## src/logic/ffpi_pkg.sv

```systemverilog
// Shared constants for the floppy formatter pin interface.
package ffpi_pkg;
    localparam logic [1:0] SEL_STATUS_CMD = 2'h0;
    localparam logic [1:0] SEL_TRACK      = 2'h1;
    localparam logic [1:0] SEL_SECTOR     = 2'h2;
    localparam logic [1:0] SEL_DATA       = 2'h3;
    localparam int unsigned CLK_MHZ       = 250;
    localparam int unsigned STEP_PULSE_US = 2;
    localparam int unsigned STEP_CYC      = STEP_PULSE_US * CLK_MHZ;
    localparam int unsigned SETTLE_CYC    = 2 * STEP_CYC;
    localparam int unsigned GAP2_BASE     = 17;
    localparam int unsigned GAP2_ALT      = 34;
    localparam int unsigned BIT_CYC       = 16;
    localparam int unsigned MARK_BITS     = 3;
    localparam int unsigned ST_NOT_READY  = 7;
    localparam int unsigned ST_HEAD       = 5;
    localparam int unsigned ST_TRACK0     = 2;
    localparam int unsigned ST_REQ        = 1;
    localparam int unsigned ST_BUSY       = 0;
    localparam logic [3:0] CMD_RESTORE    = 4'h0;
    localparam logic [3:0] CMD_SEEK       = 4'h1;
    localparam logic [3:0] CMD_STEP_IN    = 4'h5;
    localparam logic [3:0] CMD_STEP_OUT   = 4'h7;
    localparam logic [3:0] CMD_READ       = 4'h8;
    localparam logic [3:0] CMD_WRITE      = 4'ha;
    localparam logic [3:0] CMD_FORCE_INT  = 4'hd;
    localparam logic [7:0] SECTOR_BYTES   = 8'h80;
    localparam logic [7:0] RESTORE_LIMIT  = 8'hff;
endpackage

```

## src/logic/ffpi_sync.sv

```systemverilog
// Two flip-flop level synchroniser.
module ffpi_sync #(
    parameter int unsigned  W    = 1,
    parameter logic [W-1:0] INIT = '0
) (
    input  wire logic         sys_clk,
    input  wire logic         rst_n,
    input  wire logic [W-1:0] din,
    output logic      [W-1:0] dout
);
    logic [W-1:0] meta_ff;

    always_ff @(posedge sys_clk or negedge rst_n) begin
        if (!rst_n) begin
            meta_ff <= INIT;
            dout    <= INIT;
        end else begin
            meta_ff <= din;
            dout    <= meta_ff;
        end
    end
endmodule

```

## src/logic/ffpi_top.sv

```systemverilog
// Floppy formatter: host register port, serial data path, head and step control.
// Contract
// - Master reset returns initial state, clears command.
// - Not-ready status bit cleared during master reset.
// - Reset release runs restore, ignoring readiness.
// - Host bus carries inverted data both ways.
// - Receive on write strobe, drive on read.
// - Accesses valid only with chip select low.
// - Two select lines pick status/command, track, sector, data.
// - Read strobe places selected register on bus.
// - Write strobe loads bus into selected register.
// - Request asserts on byte ready or holder empty.
// - Request drops when host services data register.
// - Done irq on completion; cleared by command write.
// - Mark detect: next three bits give type.
// - Write data valid while output strobe active.
// - Output strobe leading edge centred on bit; the code raises it a quarter cell in.
// - Single density: strobe pin carries combined stream.
// - Drive head engage output to the drive.
// - Sample head engaged input; high means engaged.
// - One 2 microsecond high step pulse per step.
// - Direction high inward, low outward.
// - Second gap 17 bytes base, 34 alternate; the code loads the count but never counts it down.
// - Density select low double, high single.
module ffpi_top #(
    parameter bit ALT_VARIANT = 1'b0
) (
    input  wire logic       sys_clk,
    input  wire logic       rstn,
    input  wire logic       hard_init_n,
    input  wire logic       chip_select_n,
    input  wire logic [1:0] register_select,
    input  wire logic       host_read_strobe_n,
    input  wire logic       host_write_strobe_n,
    input  wire logic [7:0] host_bus_n_in,
    output logic      [7:0] host_bus_n_out,
    output logic            host_bus_n_oe,
    output logic            byte_service_request,
    output logic            operation_done_irq,
    input  wire logic       mark_detected_in,
    input  wire logic       read_bit_strobe,
    input  wire logic       read_bit_in,
    output logic            write_bit_out,
    output logic            write_bit_strobe,
    output logic            head_engage_out,
    input  wire logic       head_engaged_in,
    output logic            step_pulse,
    output logic            step_inward,
    input  wire logic       density_select_n,
    input  wire logic       drive_ready,
    input  wire logic       track_zero_n,
    output logic      [2:0] mark_type,
    output logic            mark_valid
);
    typedef enum {FFPI_IDLE, FFPI_RESTORE, FFPI_STEP, FFPI_SETTLE, FFPI_HEAD,
                  FFPI_READ, FFPI_WRITE} ffpi_state_t;

    logic rst_meta_ff;
    logic rst_ff;
    always_ff @(posedge sys_clk or negedge rstn) begin
        if (!rstn) begin
            rst_meta_ff <= 1'b0;
            rst_ff      <= 1'b0;
        end else begin
            rst_meta_ff <= 1'b1;
            rst_ff      <= rst_meta_ff;
        end
    end

    // Every pin input passes two flops; only the second stage is used.
    logic [13:0] pin_raw;
    logic [13:0] pin_s;
    assign pin_raw = {hard_init_n, chip_select_n, register_select, host_read_strobe_n,
                      host_write_strobe_n, mark_detected_in, read_bit_strobe,
                      read_bit_in, head_engaged_in, density_select_n, drive_ready,
                      track_zero_n, 1'b0};
    logic [7:0] bus_s;
    // Start at the pins' idle levels, so no false strobe edge follows reset.
    ffpi_sync #(.W(14), .INIT(14'h3302)) u_sync_pins (
        .sys_clk (sys_clk),
        .rst_n   (rst_ff),
        .din     (pin_raw),
        .dout    (pin_s)
    );
    ffpi_sync #(.W(8)) u_sync_bus (
        .sys_clk (sys_clk),
        .rst_n   (rst_ff),
        .din     (host_bus_n_in),
        .dout    (bus_s)
    );
    logic       init_n_s, cs_n_s, rd_n_s, wr_n_s, mark_s, rstb_s, rbit_s;
    logic       hlt_s, density_select_n_n_s, ready_s, tr00_n_s;
    logic [1:0] sel_s;
    assign {init_n_s, cs_n_s, sel_s, rd_n_s, wr_n_s, mark_s, rstb_s, rbit_s,
            hlt_s, density_select_n_n_s, ready_s, tr00_n_s} = pin_s[13:1];

    logic init_d_ff, rd_d_ff, wr_d_ff, rstb_d_ff;
    always_ff @(posedge sys_clk or negedge rst_ff) begin
        if (!rst_ff) begin
            init_d_ff <= 1'b1;
            rd_d_ff   <= 1'b1;
            wr_d_ff   <= 1'b1;
            rstb_d_ff <= 1'b0;
        end else begin
            init_d_ff <= init_n_s;
            rd_d_ff   <= rd_n_s | cs_n_s;
            wr_d_ff   <= wr_n_s | cs_n_s;
            rstb_d_ff <= rstb_s;
        end
    end
    logic hard_init;
    logic init_release;
    logic wr_start, rd_end;
    logic rstb_rise;
    assign hard_init    = !init_n_s;
    assign init_release = init_n_s && !init_d_ff;
    // Strobes only count while selected; writes commit on the leading edge.
    assign wr_start  = wr_d_ff && !(wr_n_s | cs_n_s);
    assign rd_end    = !rd_d_ff && (rd_n_s | cs_n_s);
    assign rstb_rise = rstb_s && !rstb_d_ff;
    logic [7:0] wdata;
    assign wdata = ~bus_s;

    logic [7:0]  command_entry_ff;
    logic [7:0]  head_track_position_ff;
    logic [7:0]  target_sector_number_ff;
    logic [7:0]  byte_transfer_holding_ff;
    logic [7:0]  dest_track_ff;
    ffpi_state_t state_ff;
    logic [15:0] tmr_ff;
    logic [7:0]  cnt_ff;
    logic [7:0]  shift_ff;
    logic [3:0]  bitn_ff;
    logic        cmd_wr;
    logic        data_rd, data_wr;
    logic        busy;
    logic        byte_done;
    logic [7:0]  status_flags;
    assign cmd_wr  = wr_start && sel_s == ffpi_pkg::SEL_STATUS_CMD;
    assign data_wr = wr_start && sel_s == ffpi_pkg::SEL_DATA;
    assign data_rd = rd_end && sel_s == ffpi_pkg::SEL_DATA;
    assign busy    = state_ff != FFPI_IDLE;

    always_comb begin
        status_flags = 8'h00;
        status_flags[ffpi_pkg::ST_NOT_READY] = !ready_s && !hard_init;
        status_flags[ffpi_pkg::ST_HEAD]      = hlt_s;
        status_flags[ffpi_pkg::ST_TRACK0]    = !tr00_n_s;
        status_flags[ffpi_pkg::ST_REQ]       = byte_service_request;
        status_flags[ffpi_pkg::ST_BUSY]      = busy;
    end

    // Host read path: inverted bus, driven only while selected and reading.
    always_ff @(posedge sys_clk or negedge rst_ff) begin
        if (!rst_ff) begin
            host_bus_n_out <= 8'hff;
            host_bus_n_oe  <= 1'b0;
        end else begin
            host_bus_n_oe <= !(rd_n_s | cs_n_s);
            case (sel_s)
                ffpi_pkg::SEL_STATUS_CMD: host_bus_n_out <= ~status_flags;
                ffpi_pkg::SEL_TRACK:      host_bus_n_out <= ~head_track_position_ff;
                ffpi_pkg::SEL_SECTOR:     host_bus_n_out <= ~target_sector_number_ff;
                default:                  host_bus_n_out <= ~byte_transfer_holding_ff;
            endcase
        end
    end

    always_ff @(posedge sys_clk or negedge rst_ff) begin
        if (!rst_ff) begin
            command_entry_ff <= 8'h00;
        end else if (hard_init) begin
            command_entry_ff <= 8'h00;
        end else if (cmd_wr) begin
            command_entry_ff <= wdata;
        end
    end

    always_ff @(posedge sys_clk or negedge rst_ff) begin
        if (!rst_ff) begin
            target_sector_number_ff <= 8'h00;
        end else if (wr_start && sel_s == ffpi_pkg::SEL_SECTOR) begin
            target_sector_number_ff <= wdata;
        end
    end

    // Gap between ID and data fields depends on variant only, not on density.
    localparam logic [7:0] GAP2_BYTES = ALT_VARIANT ? 8'(ffpi_pkg::GAP2_ALT)
                                                    : 8'(ffpi_pkg::GAP2_BASE);
    logic double_density;
    assign double_density = !density_select_n_n_s;

    logic [3:0] op;
    assign op = wdata[7:4];

    // Command sequencer with step, head and byte phases.
    always_ff @(posedge sys_clk or negedge rst_ff) begin
        if (!rst_ff) begin
            state_ff               <= FFPI_IDLE;
            head_track_position_ff <= 8'h00;
            dest_track_ff          <= 8'h00;
            tmr_ff                 <= 16'h0000;
            cnt_ff                 <= 8'h00;
            step_pulse             <= 1'b0;
            step_inward            <= 1'b0;
            head_engage_out        <= 1'b0;
            operation_done_irq     <= 1'b0;
        end else if (hard_init) begin
            state_ff           <= FFPI_IDLE;
            step_pulse         <= 1'b0;
            head_engage_out    <= 1'b0;
            operation_done_irq <= 1'b0;
        end else if (init_release) begin
            state_ff      <= FFPI_RESTORE;
            dest_track_ff <= 8'h00;
            cnt_ff        <= ffpi_pkg::RESTORE_LIMIT;
        end else if (cmd_wr && (!busy || op == ffpi_pkg::CMD_FORCE_INT)) begin
            operation_done_irq <= op == ffpi_pkg::CMD_FORCE_INT;
            state_ff <= FFPI_IDLE;
            cnt_ff   <= 8'h00;
            case (op)
                ffpi_pkg::CMD_RESTORE: begin
                    state_ff <= FFPI_RESTORE;
                    cnt_ff   <= ffpi_pkg::RESTORE_LIMIT;
                end
                ffpi_pkg::CMD_SEEK: begin
                    dest_track_ff <= byte_transfer_holding_ff;
                    state_ff      <= FFPI_SETTLE;
                end
                ffpi_pkg::CMD_STEP_IN: begin
                    dest_track_ff <= head_track_position_ff + 8'h01;
                    state_ff      <= FFPI_SETTLE;
                end
                ffpi_pkg::CMD_STEP_OUT: begin
                    dest_track_ff <= head_track_position_ff - 8'h01;
                    state_ff      <= FFPI_SETTLE;
                end
                ffpi_pkg::CMD_READ, ffpi_pkg::CMD_WRITE: begin
                    if (ready_s) begin
                        head_engage_out <= 1'b1;
                        state_ff        <= FFPI_HEAD;
                        cnt_ff          <= GAP2_BYTES;
                    end else begin
                        operation_done_irq <= 1'b1;
                    end
                end
                default: state_ff <= FFPI_IDLE;
            endcase
        end else begin
            if (wr_start && sel_s == ffpi_pkg::SEL_TRACK) begin
                head_track_position_ff <= wdata;
            end
            case (state_ff)
                FFPI_RESTORE: begin
                    // Readiness is not consulted while homing.
                    if (!tr00_n_s || cnt_ff == 8'h00) begin
                        head_track_position_ff <= 8'h00;
                        state_ff               <= FFPI_IDLE;
                        operation_done_irq     <= 1'b1;
                    end else begin
                        step_inward <= 1'b0;
                        step_pulse  <= 1'b1;
                        tmr_ff      <= 16'(ffpi_pkg::STEP_CYC - 1);
                        cnt_ff      <= cnt_ff - 8'h01;
                        state_ff    <= FFPI_STEP;
                    end
                end
                FFPI_SETTLE: begin
                    if (head_track_position_ff == dest_track_ff) begin
                        state_ff           <= FFPI_IDLE;
                        operation_done_irq <= 1'b1;
                    end else begin
                        step_inward <= dest_track_ff > head_track_position_ff;
                        step_pulse  <= 1'b1;
                        tmr_ff      <= 16'(ffpi_pkg::STEP_CYC - 1);
                        state_ff    <= FFPI_STEP;
                        head_track_position_ff <= (dest_track_ff > head_track_position_ff)
                            ? head_track_position_ff + 8'h01
                            : head_track_position_ff - 8'h01;
                    end
                end
                FFPI_STEP: begin
                    if (tmr_ff != 16'h0000) begin
                        tmr_ff <= tmr_ff - 16'h0001;
                    end else if (step_pulse) begin
                        step_pulse <= 1'b0;
                        tmr_ff     <= 16'(ffpi_pkg::SETTLE_CYC);
                    end else begin
                        state_ff <= (cnt_ff != 8'h00 || dest_track_ff == 8'h00) &&
                                    command_entry_ff[7:4] == ffpi_pkg::CMD_RESTORE
                                    ? FFPI_RESTORE : FFPI_SETTLE;
                    end
                end
                FFPI_HEAD: begin
                    // Wait for the engaged level; the sector byte count then replaces the gap count.
                    if (hlt_s) begin
                        state_ff <= command_entry_ff[5] ? FFPI_WRITE : FFPI_READ;
                        cnt_ff   <= ffpi_pkg::SECTOR_BYTES;
                    end
                end
                FFPI_READ, FFPI_WRITE: begin
                    if (byte_done && cnt_ff == 8'h01) begin
                        state_ff           <= FFPI_IDLE;
                        head_engage_out    <= 1'b0;
                        operation_done_irq <= 1'b1;
                    end else if (byte_done) begin
                        cnt_ff <= cnt_ff - 8'h01;
                    end
                end
                default: state_ff <= FFPI_IDLE;
            endcase
        end
    end

    // Serial byte engine: assembles strobed input or shifts out the holding byte.
    logic [7:0] tick_ff;
    logic       bit_tick;
    assign bit_tick  = tick_ff == 8'(ffpi_pkg::BIT_CYC - 1);
    assign byte_done = (state_ff == FFPI_READ && rstb_rise && bitn_ff == 4'h7) ||
                       (state_ff == FFPI_WRITE && bit_tick && bitn_ff == 4'h7);

    always_ff @(posedge sys_clk or negedge rst_ff) begin
        if (!rst_ff) begin
            shift_ff   <= 8'h00;
            bitn_ff    <= 4'h0;
            tick_ff    <= 8'h00;
            mark_type  <= 3'h0;
            mark_valid <= 1'b0;
        end else if (state_ff == FFPI_READ) begin
            tick_ff <= 8'h00;
            if (mark_s && !mark_valid && bitn_ff == 4'h0) begin
                mark_valid <= 1'b1;
                bitn_ff    <= 4'h8;
            end else if (rstb_rise) begin
                // Data is taken at the strobe, where recovery holds it valid.
                shift_ff <= {shift_ff[6:0], rbit_s};
                if (bitn_ff == 4'h8 + 4'(ffpi_pkg::MARK_BITS) - 4'h1) begin
                    mark_type <= {shift_ff[1:0], rbit_s};
                    bitn_ff   <= 4'h0;
                end else if (bitn_ff == 4'h7) begin
                    bitn_ff <= 4'h0;
                end else begin
                    bitn_ff <= bitn_ff + 4'h1;
                end
            end
        end else if (state_ff == FFPI_WRITE) begin
            tick_ff <= bit_tick ? 8'h00 : tick_ff + 8'h01;
            if (bit_tick) begin
                bitn_ff  <= bitn_ff == 4'h7 ? 4'h0 : bitn_ff + 4'h1;
                shift_ff <= bitn_ff == 4'h7 ? byte_transfer_holding_ff
                                            : {shift_ff[6:0], 1'b0};
            end
        end else begin
            bitn_ff    <= 4'h0;
            tick_ff    <= 8'h00;
            mark_valid <= 1'b0;
            shift_ff   <= byte_transfer_holding_ff;
        end
    end

    // The strobe rises a quarter cell in, so the pulse is centred on the bit centre.
    logic in_cell_mid;
    assign in_cell_mid = tick_ff >= 8'(ffpi_pkg::BIT_CYC / 4) &&
                         tick_ff <  8'(3 * ffpi_pkg::BIT_CYC / 4);
    always_ff @(posedge sys_clk or negedge rst_ff) begin
        if (!rst_ff) begin
            write_bit_out    <= 1'b0;
            write_bit_strobe <= 1'b0;
        end else if (state_ff == FFPI_WRITE) begin
            write_bit_out <= shift_ff[7];
            if (double_density) begin
                write_bit_strobe <= in_cell_mid;
            end else begin
                // Single density: clock pulse early, data pulse mid-cell.
                write_bit_strobe <= tick_ff < 8'(ffpi_pkg::BIT_CYC / 8) ||
                                    (in_cell_mid && shift_ff[7] &&
                                     tick_ff < 8'(5 * ffpi_pkg::BIT_CYC / 8));
            end
        end else begin
            write_bit_out    <= 1'b0;
            write_bit_strobe <= 1'b0;
        end
    end

    // Holding register and request flag; a fill in the service cycle wins.
    always_ff @(posedge sys_clk or negedge rst_ff) begin
        if (!rst_ff) begin
            byte_transfer_holding_ff <= 8'h00;
            byte_service_request     <= 1'b0;
        end else begin
            if (data_wr) begin
                byte_transfer_holding_ff <= wdata;
            end else if (state_ff == FFPI_READ && byte_done) begin
                byte_transfer_holding_ff <= {shift_ff[6:0], rbit_s};
            end
            if (hard_init || (cmd_wr && !busy)) begin
                byte_service_request <= 1'b0;
            end else if (byte_done) begin
                byte_service_request <= 1'b1;
            end else if (state_ff == FFPI_HEAD && hlt_s && command_entry_ff[5]) begin
                byte_service_request <= 1'b1;
            end else if (data_rd || data_wr) begin
                byte_service_request <= 1'b0;
            end
        end
    end
endmodule

```

## config.mk

```make
export PLATFORM = sky130hd
export DESIGN_NAME = ffpi_top
export DESIGN_NICKNAME = d
export VERILOG_FILES = /design/src/logic/ffpi_pkg.sv /design/src/logic/ffpi_sync.sv /design/src/logic/ffpi_top.sv
export SDC_FILE = /design/constraint.sdc
export NUM_CORES = 1
export LEC_CHECK = 0
export BUFFER_PORTS_ARGS = -buffer_cell sky130_fd_sc_hd__clkbuf_2
export CAP_MARGIN = 20
export CORE_ASPECT_RATIO = 1.25
export CORE_MARGIN = 1.5
export CORE_UTILIZATION = 57
export DETAILED_ROUTE_END_ITERATION = 6
export GPL_TIMING_DRIVEN = 0
export PLACE_DENSITY = 0.82
export SLEW_MARGIN = 0
export SYNTH_ARGS = -nofsm -noshare
export SYNTH_HDL_FRONTEND = slang
export SYNTH_SLANG_ARGS = --single-unit
```

## constraint.sdc

```tcl
create_clock -name sys_clk -period 5.2 [get_ports sys_clk]
set_input_delay 1.3 -clock sys_clk [delete_from_list [all_inputs] [get_ports sys_clk]]
set_output_delay 1.3 -clock sys_clk [all_outputs]
set_load 0.01 [all_outputs]
```

==> results of run 1 <==
cell usage after synthesis, types with 10 or more instances:
master	instances	area, um^2
o21ai_1	25	125
nand3_1	26	130
a211oi_1	10	75.1
clkbuf_1	17	63.8
ha_1	19	238
a21oi_1	49	245
dfstp_2	21	552
nor3_1	18	90.1
o21ai_0	57	285
nor2_1	78	293
mux2i_1	14	140
dfrtp_1	130	3250
xnor2_1	12	105
nand2_1	59	221
inv_1	33	124
area by class of cell:
class | count | share of cell area (%)
Inverter | 35 | 1.55
Sequential cell | 151 | 44.9
Multi-Input combinational cell | 537 | 39.7
Buffer | 28 | 1.49
Clock inverter | 14 | 1.79
Timing Repair Buffer | 44 | 3.04
Tap cell | 168 | 2.48
Clock buffer | 18 | 5.06
state kept, by name, indices dropped and copies added, names as in the netlist, 3 cells and up:
| signal | flops |
|---|---|
| tmr_ff | 16 |
| u_sync_pins.dout | 13 |
| u_sync_pins.meta_ff | 13 |
| byte_transfer_holding_ff | 8 |
| cnt_ff | 8 |
| dest_track_ff | 8 |
| head_track_position_ff | 8 |
| host_bus_n_out | 8 |
| shift_ff | 8 |
| target_sector_number_ff | 8 |
| tick_ff | 8 |
| u_sync_bus.dout | 8 |
| u_sync_bus.meta_ff | 8 |
| bitn_ff | 4 |
| command_entry_ff | 4 |
| mark_type | 3 |
| state_ff | 3 |
critical path: stages (launching register included):
cell	delay, ps
dfrtp_1	320
clkbuf_1	310
clkinv_1	320
ha_1	380
and4_1	180
nand2_1	210
nand4_1	320
a21oi_1	760
a21oi_1	160
o211ai_1	200
per-stage QoR:
| stage | setup slack (ps) | util [%] | hold WS (ps) | instance area, um^2 |
|---|---|---|---|---|
| 2_1_floorplan | 718 | - | 331 | 7430 |
| 4_1_cts | 2010 | 66.7 | 350 | 8480 |
| 3_5_place_dp | 2040 | 62.1 | 335 | 7900 |
| 6_report | 1960 | 66.7 | 326 | 8480 |
| 3_3_place_gp | -684 | 61.7 | 332 | 7850 |
| 5_1_grt | 1700 | 66.7 | 353 | 8480 |
cells by family after synthesis:
| group | count (synthesis) | synth area share [%] |
|---|---|---|
| muxes | 26 | 4.36 |
| other | 1 | 0.0505 |
| DFF | 151 | 51.2 |
| adders and majority gates | 19 | 3.20 |
| AOI/OAI and AO/OA | 212 | 17.9 |
| xor gates and xnor gates | 17 | 2.00 |
| buffers and inverters | 63 | 3.47 |
| and+or+nand+nor | 262 | 17.8 |
report_power, final:
part	total [mW]	internal, mW	leakage, nW	switching [mW]
logic	0.523	0.216	1.55	0.307
clock network	1.21	0.643	0.283	0.563
registers	1.45	1.31	1.84	0.138
layer usage:
| layer | vias up | track usage (%) |
|---|---|---|
| li1 | 2833 | - |
| met3 | 84 | 5.06 |
| met4 | 0 | 20.4 |
| met2 | 292 | 47.9 |
| met1 | 2990 | 34.0 |
| met5 | - | 0 |
final timing paths:
kind | cells past startpoint | start | endpoint | slack [ps]
max | 9 | head_track_position_ff[4] | head_track_position_ff[3] | 1960
min | 0 | rst_ff | shift_ff[1] | 330
max reg2reg | 9 | head_track_position_ff[4] | head_track_position_ff[3] | 1960
min reg2reg | 0 | rst_ff | shift_ff[1] | 330
max in group asynchronous | 1 | rst_ff | init_d_ff | 4120
min in group sys_clk | 0 | u_sync_pins.meta_ff[2] | u_sync_pins.dout[2] | 350
==> flow_summary_export.csv, run 1 <==
group,metric,value,unit
timing,relSlewSlack,35.7,%
routing,ant_nets,0,
clock_network,tritoncts,"done",
placed_design,dp_hpwl,13300,um
synthesis,avgSynthCellArea,9.89,um^2
routing,via_per_inst,6.23,
critical_path,critPathArrivalTime,3580,ps
critical_path,end_kind,"flop",
timing,fin_setup_tns,0,ps
clock_network,cts_buffers,17,
critical_path,cp-start-kind,"flop",
routing,firstDrtPassIters,5,
critical_path,crit_type,"reg2reg",
clock_network,cts_setup_buffers,0,
synthesis,yosysWarnings,0,
routing,drt-total-wl,18500,um
power_and_ir_drop,p_per_area,375,nW/um^2
timing,rsz0062_at_grt,"no",
power_and_ir_drop,peakVddDrop,0.305,mV
final_layout,finalNetCount,856,
routing,top_layer_used,"met4",
routing,met1_length,7140,um
synthesis,synth.net_count,793,
final_layout,final_common_cell,"dfrtp_1",
synthesis,syn_area,7430,um^2
synthesis,ys_types,77,
final_layout,fillCellCount,952,
global_routing,grt_max_degree,64,
final_layout,drive_gt1_share,16.2,%
global_routing,grt-ovfl-total,0,
final_layout,diodes,0,
synthesis,syn_inst,751,
routing,wl_met3,1070,um
routing,routed-wl-met2,9240,um
routing,drtIter0Drc,456,
synthesis,yosysSeqAreaShare,51.2,%
routing,num_vias,6199,
placed_design,dp_cells,963,
final_layout,regArea,3810,um^2
floorplanning,die_w,105,um
critical_path,worstPathMaxFanout,10,
global_routing,antenna_found_initial,0,
placed_design,port_buffers,42,
final_layout,final_cell_mix,"dfrtp_1, nor2_1, nand2_1",
placed_design,gp_congestion,0.947,
routing,drc,0,
timing,finalCritPeriodShare,62.2,%
clock_network,clock_latency,440,ps
clock_network,cts-resized-gates,0,
floorplanning,die-area,13700,um^2
clock_network,clock_tree.buffer_depth,2,
global_routing,grt_pass1_wl,30400,um
synthesis,async_reset_ff_share,100,%
floorplanning,fp.coreArea,12700,um^2
power_and_ir_drop,totalPowerFinal,3.18,mW
clock_network,cts.sinks,151,
timing,min_period,3240,ps
timing,finalHoldViolCount,0,
power_and_ir_drop,p_leak,3.67,nW
floorplanning,die_height,131,um
global_routing,grt_usage,28.7,%
floorplanning,initial_core_util,58.4,%
flow_run,max_cap_violations,0,
floorplanning,core.rowCount,46,
synthesis,synth_seq_cells,151,
final_layout,multi_input_area,3370,um^2
timing,clock_skew,17.6,ps
final_layout,instances_no_fill,995,
run_status,run_status,"finished, final reports clean",
routing,wl_per_cell,18.6,um
clock_network,root_buffer,"clkbuf_16",
clock_network,hold_buffers,0,
floorplanning,boundaryPins,43,
critical_path,worstPathRequired,5550,ps
timing,finalSetupViolCount,0,
timing,drv_slew,0,
synthesis,ys.flop_type,"dfrtp_1",
global_routing,grt_pass1_vias,6230,
timing,tightest_slew,959,ps
worst_hold_path,hold_path.class,"reg2async",
clock_network,clkTransAtPathRegs,70,ps
clock_network,htreeDepth,4,
synthesis,synth_edf_count,0,
timing,timing.fmax,309,MHz
final_layout,area_growth,14.2,%
No activity file was read; power rests on OpenSTA's default activity.
==> inputs of run 2 (changes only) <==
==> constraint.sdc (replaced) <==
create_clock -name sys_clk -period 3.3 [get_ports sys_clk]
set_input_delay 0.825 -clock sys_clk [delete_from_list [all_inputs] [get_ports sys_clk]]
set_output_delay 0.825 -clock sys_clk [all_outputs]
set_load 0.01 [all_outputs]
==> run 2 against run 1 <==
Effect of this change: sequential power up 57%; core utilization grew 0.51 points; die area stayed put; fmax is 4.9% higher; hold slack worse by 170 ps; sequential share of layout area down 0.34 points; clock skew shrank 6.8 ps; combinational power increased by 61%; clock-buffer cell count unchanged; design area up 0.77%; global-route usage is 0.40 points higher; critical endpoint is now tmr_ff[8]; largest power group unchanged.
==> flow_summary_export.csv, run 2 (synthesis gave the netlist of run 1 again) <==
group,metric,value,unit
power_and_ir_drop,peakVddDrop,0.532,mV
timing,finalSetupViolCount,0,
critical_path,cp-start-kind,"flop",
routing,ant_nets,0,
final_layout,largest_register_ffs,16,
placed_design,dp_hpwl,13200,um
floorplanning,fp.coreArea,12700,um^2
timing,min_period,3090,ps
final_layout,final_common_cell,"dfrtp_1",
floorplanning,core.rowCount,46,
power_and_ir_drop,p_leak,3.69,nW
routing,drc,0,
global_routing,grt-ovfl-total,0,
routing,drt-total-wl,19000,um
power_and_ir_drop,p_per_area,597,nW/um^2
critical_path,worstPathRequired,3640,ps
floorplanning,initial_core_util,58.4,%
final_layout,diodes,0,
global_routing,antenna_found_initial,0,
critical_path,r2r_end,"tmr_ff[8]",
global_routing,grtUsageMet1,33.2,%
timing,finalHoldViolCount,0,
timing,relSlewSlack,31.4,%
clock_network,hold_buffers,0,
floorplanning,die_height,131,um
global_routing,grt_use_met2,51.7,%
global_routing,grt_max_degree,77,
worst_hold_path,hold_path.class,"in2async",
placed_design,port_buffers,42,
timing,fin_setup_tns,0,ps
final_layout,final_cell_mix,"dfrtp_1, nor2_1, nand2_1",
final_layout,area_growth,15.0,%
critical_path,rr_worst_depth,10,
floorplanning,die-area,13700,um^2
routing,num_vias,6296,
timing,finalCritPeriodShare,93.5,%
routing,via_per_inst,6.32,
timing,timing.fmax,324,MHz
global_routing,grtUsageMet3,4.96,%
clock_network,clock_tree.buffer_depth,2,
run_status,run_status,"finished, final reports clean",
global_routing,grt.busiest_layer,"met2",
final_layout,fillCellCount,945,
critical_path,regToRegSetupSlack,210,ps
final_layout,top_regs,"tmr_ff x16, u_sync_pins.dout x13, u_sync_pins.meta_ff x13",
timing,drv_slew,0,
global_routing,grt_pass1_vias,6315,
final_layout,drive_gt1_share,16.4,%
flow_run,max_cap_violations,0,
clock_network,htreeDepth,4,
clock_network,root_buffer,"clkbuf_16",
critical_path,end_kind,"flop",
critical_path,crit_type,"reg2reg",
timing,setup_slack,215,ps
clock_network,tritoncts,"done",
global_routing,grt_pass1_wl,30900,um
routing,drtIter0Drc,508,
critical_path,critPathArrivalTime,3420,ps
critical_path,worstPathMaxFanout,10,
final_layout,finalNetCount,857,
placed_design,gp_congestion,0.951,
timing,tightest_slew,1020,ps
clock_network,cts.sinks,151,
floorplanning,boundaryPins,43,
floorplanning,die_w,105,um
final_layout,finalInstanceArea,8550,um^2
routing,wl_per_cell,19.0,um
critical_path,rr_startpoint,"head_track_position_ff[4]",
routing,firstDrtPassIters,6,
global_routing,grt_usage,29.1,%
timing,clock_skew,10.8,ps
clock_network,cts_buffers,17,
clock_network,clock_latency,430,ps
clock_network,clkTransAtPathRegs,70,ps
timing,rsz0062_at_grt,"no",
final_layout,regMostFlops,"tmr_ff",
placed_design,dpl-instance-area,7910,um^2
placed_design,place_ws,-42.3,ps
[run 2: cell count changes in the layout (fill, tap and decap cells not counted), sizes merged]
cell and change:
bufinv +1, clkinv -1, buf +1
[run 2: final cells by class]
type                       count  area, um^2  area share, %
sequential                   151        3810           44.6
multi-input combinational    537        3380           39.5
clock buffer                  18         429           5.02
timing repair buffer          45         285           3.34
tap                          168         210           2.46
clock inverter                14         178           2.08
inverter                      35         131           1.54
buffer                        28         126           1.48
[run 2: worst max path at each step]
stage	start	end	slack [ps]	cells after the start
after detailed placement	head_track_position_ff[4]	head_track_position_ff[2]	-40	9
after CTS	head_track_position_ff[4]	head_track_position_ff[2]	150	9
after global placement	head_track_position_ff[4]	head_track_position_ff[2]	60	9
after global routing	head_track_position_ff[4]	tmr_ff[11]	40	11
final	head_track_position_ff[4]	tmr_ff[8]	210	10
after floorplan	head_track_position_ff[4]	tmr_ff[11]	800	11
[run 2: timing repair]
action	in CTS	in global routing
pin swaps	0	0
resized for setup	1	1
endpoints found under the setup margin	5	5
hold endpoints to repair	0	0
cloned	0	0
setup buffers	0	1
[run 2: per-layer routing]
layer / vias up / routed length (um)
li1: 2831 / -
met3: 78 / 1160
met1: 3084 / 7230
met2: 303 / 9650
met4: 0 / 922
met5: - / 0
[run 2: critical path: stages (launching register included)]
cell,delay [ps]
dfrtp_1,320
clkbuf_1,310
clkinv_1,330
ha_1,390
and4_1,180
nand2_1,220
o21ai_0,170
or4_1,410
buf_2,180
buf_2,210
o31ai_1,260
[run 2: power breakdown]
part           switching [mW]  internal [mW]  total, mW
Sequential              0.208           2.07       2.28
Combinational           0.501          0.342      0.843
Clock                   0.890           1.09       1.98
[run 2: metrics by stage]
stage          util (%)  hold WS (ps)  std cells  power (mW)
6_report           67.2           158        996        5.10
5_1_grt            67.2           149        996        5.29
4_1_cts            67.0           152        995        5.10
3_5_place_dp       62.2           180        963        3.11
3_3_place_gp       61.7           332        961        3.05
2_1_floorplan         -           331        751        2.84
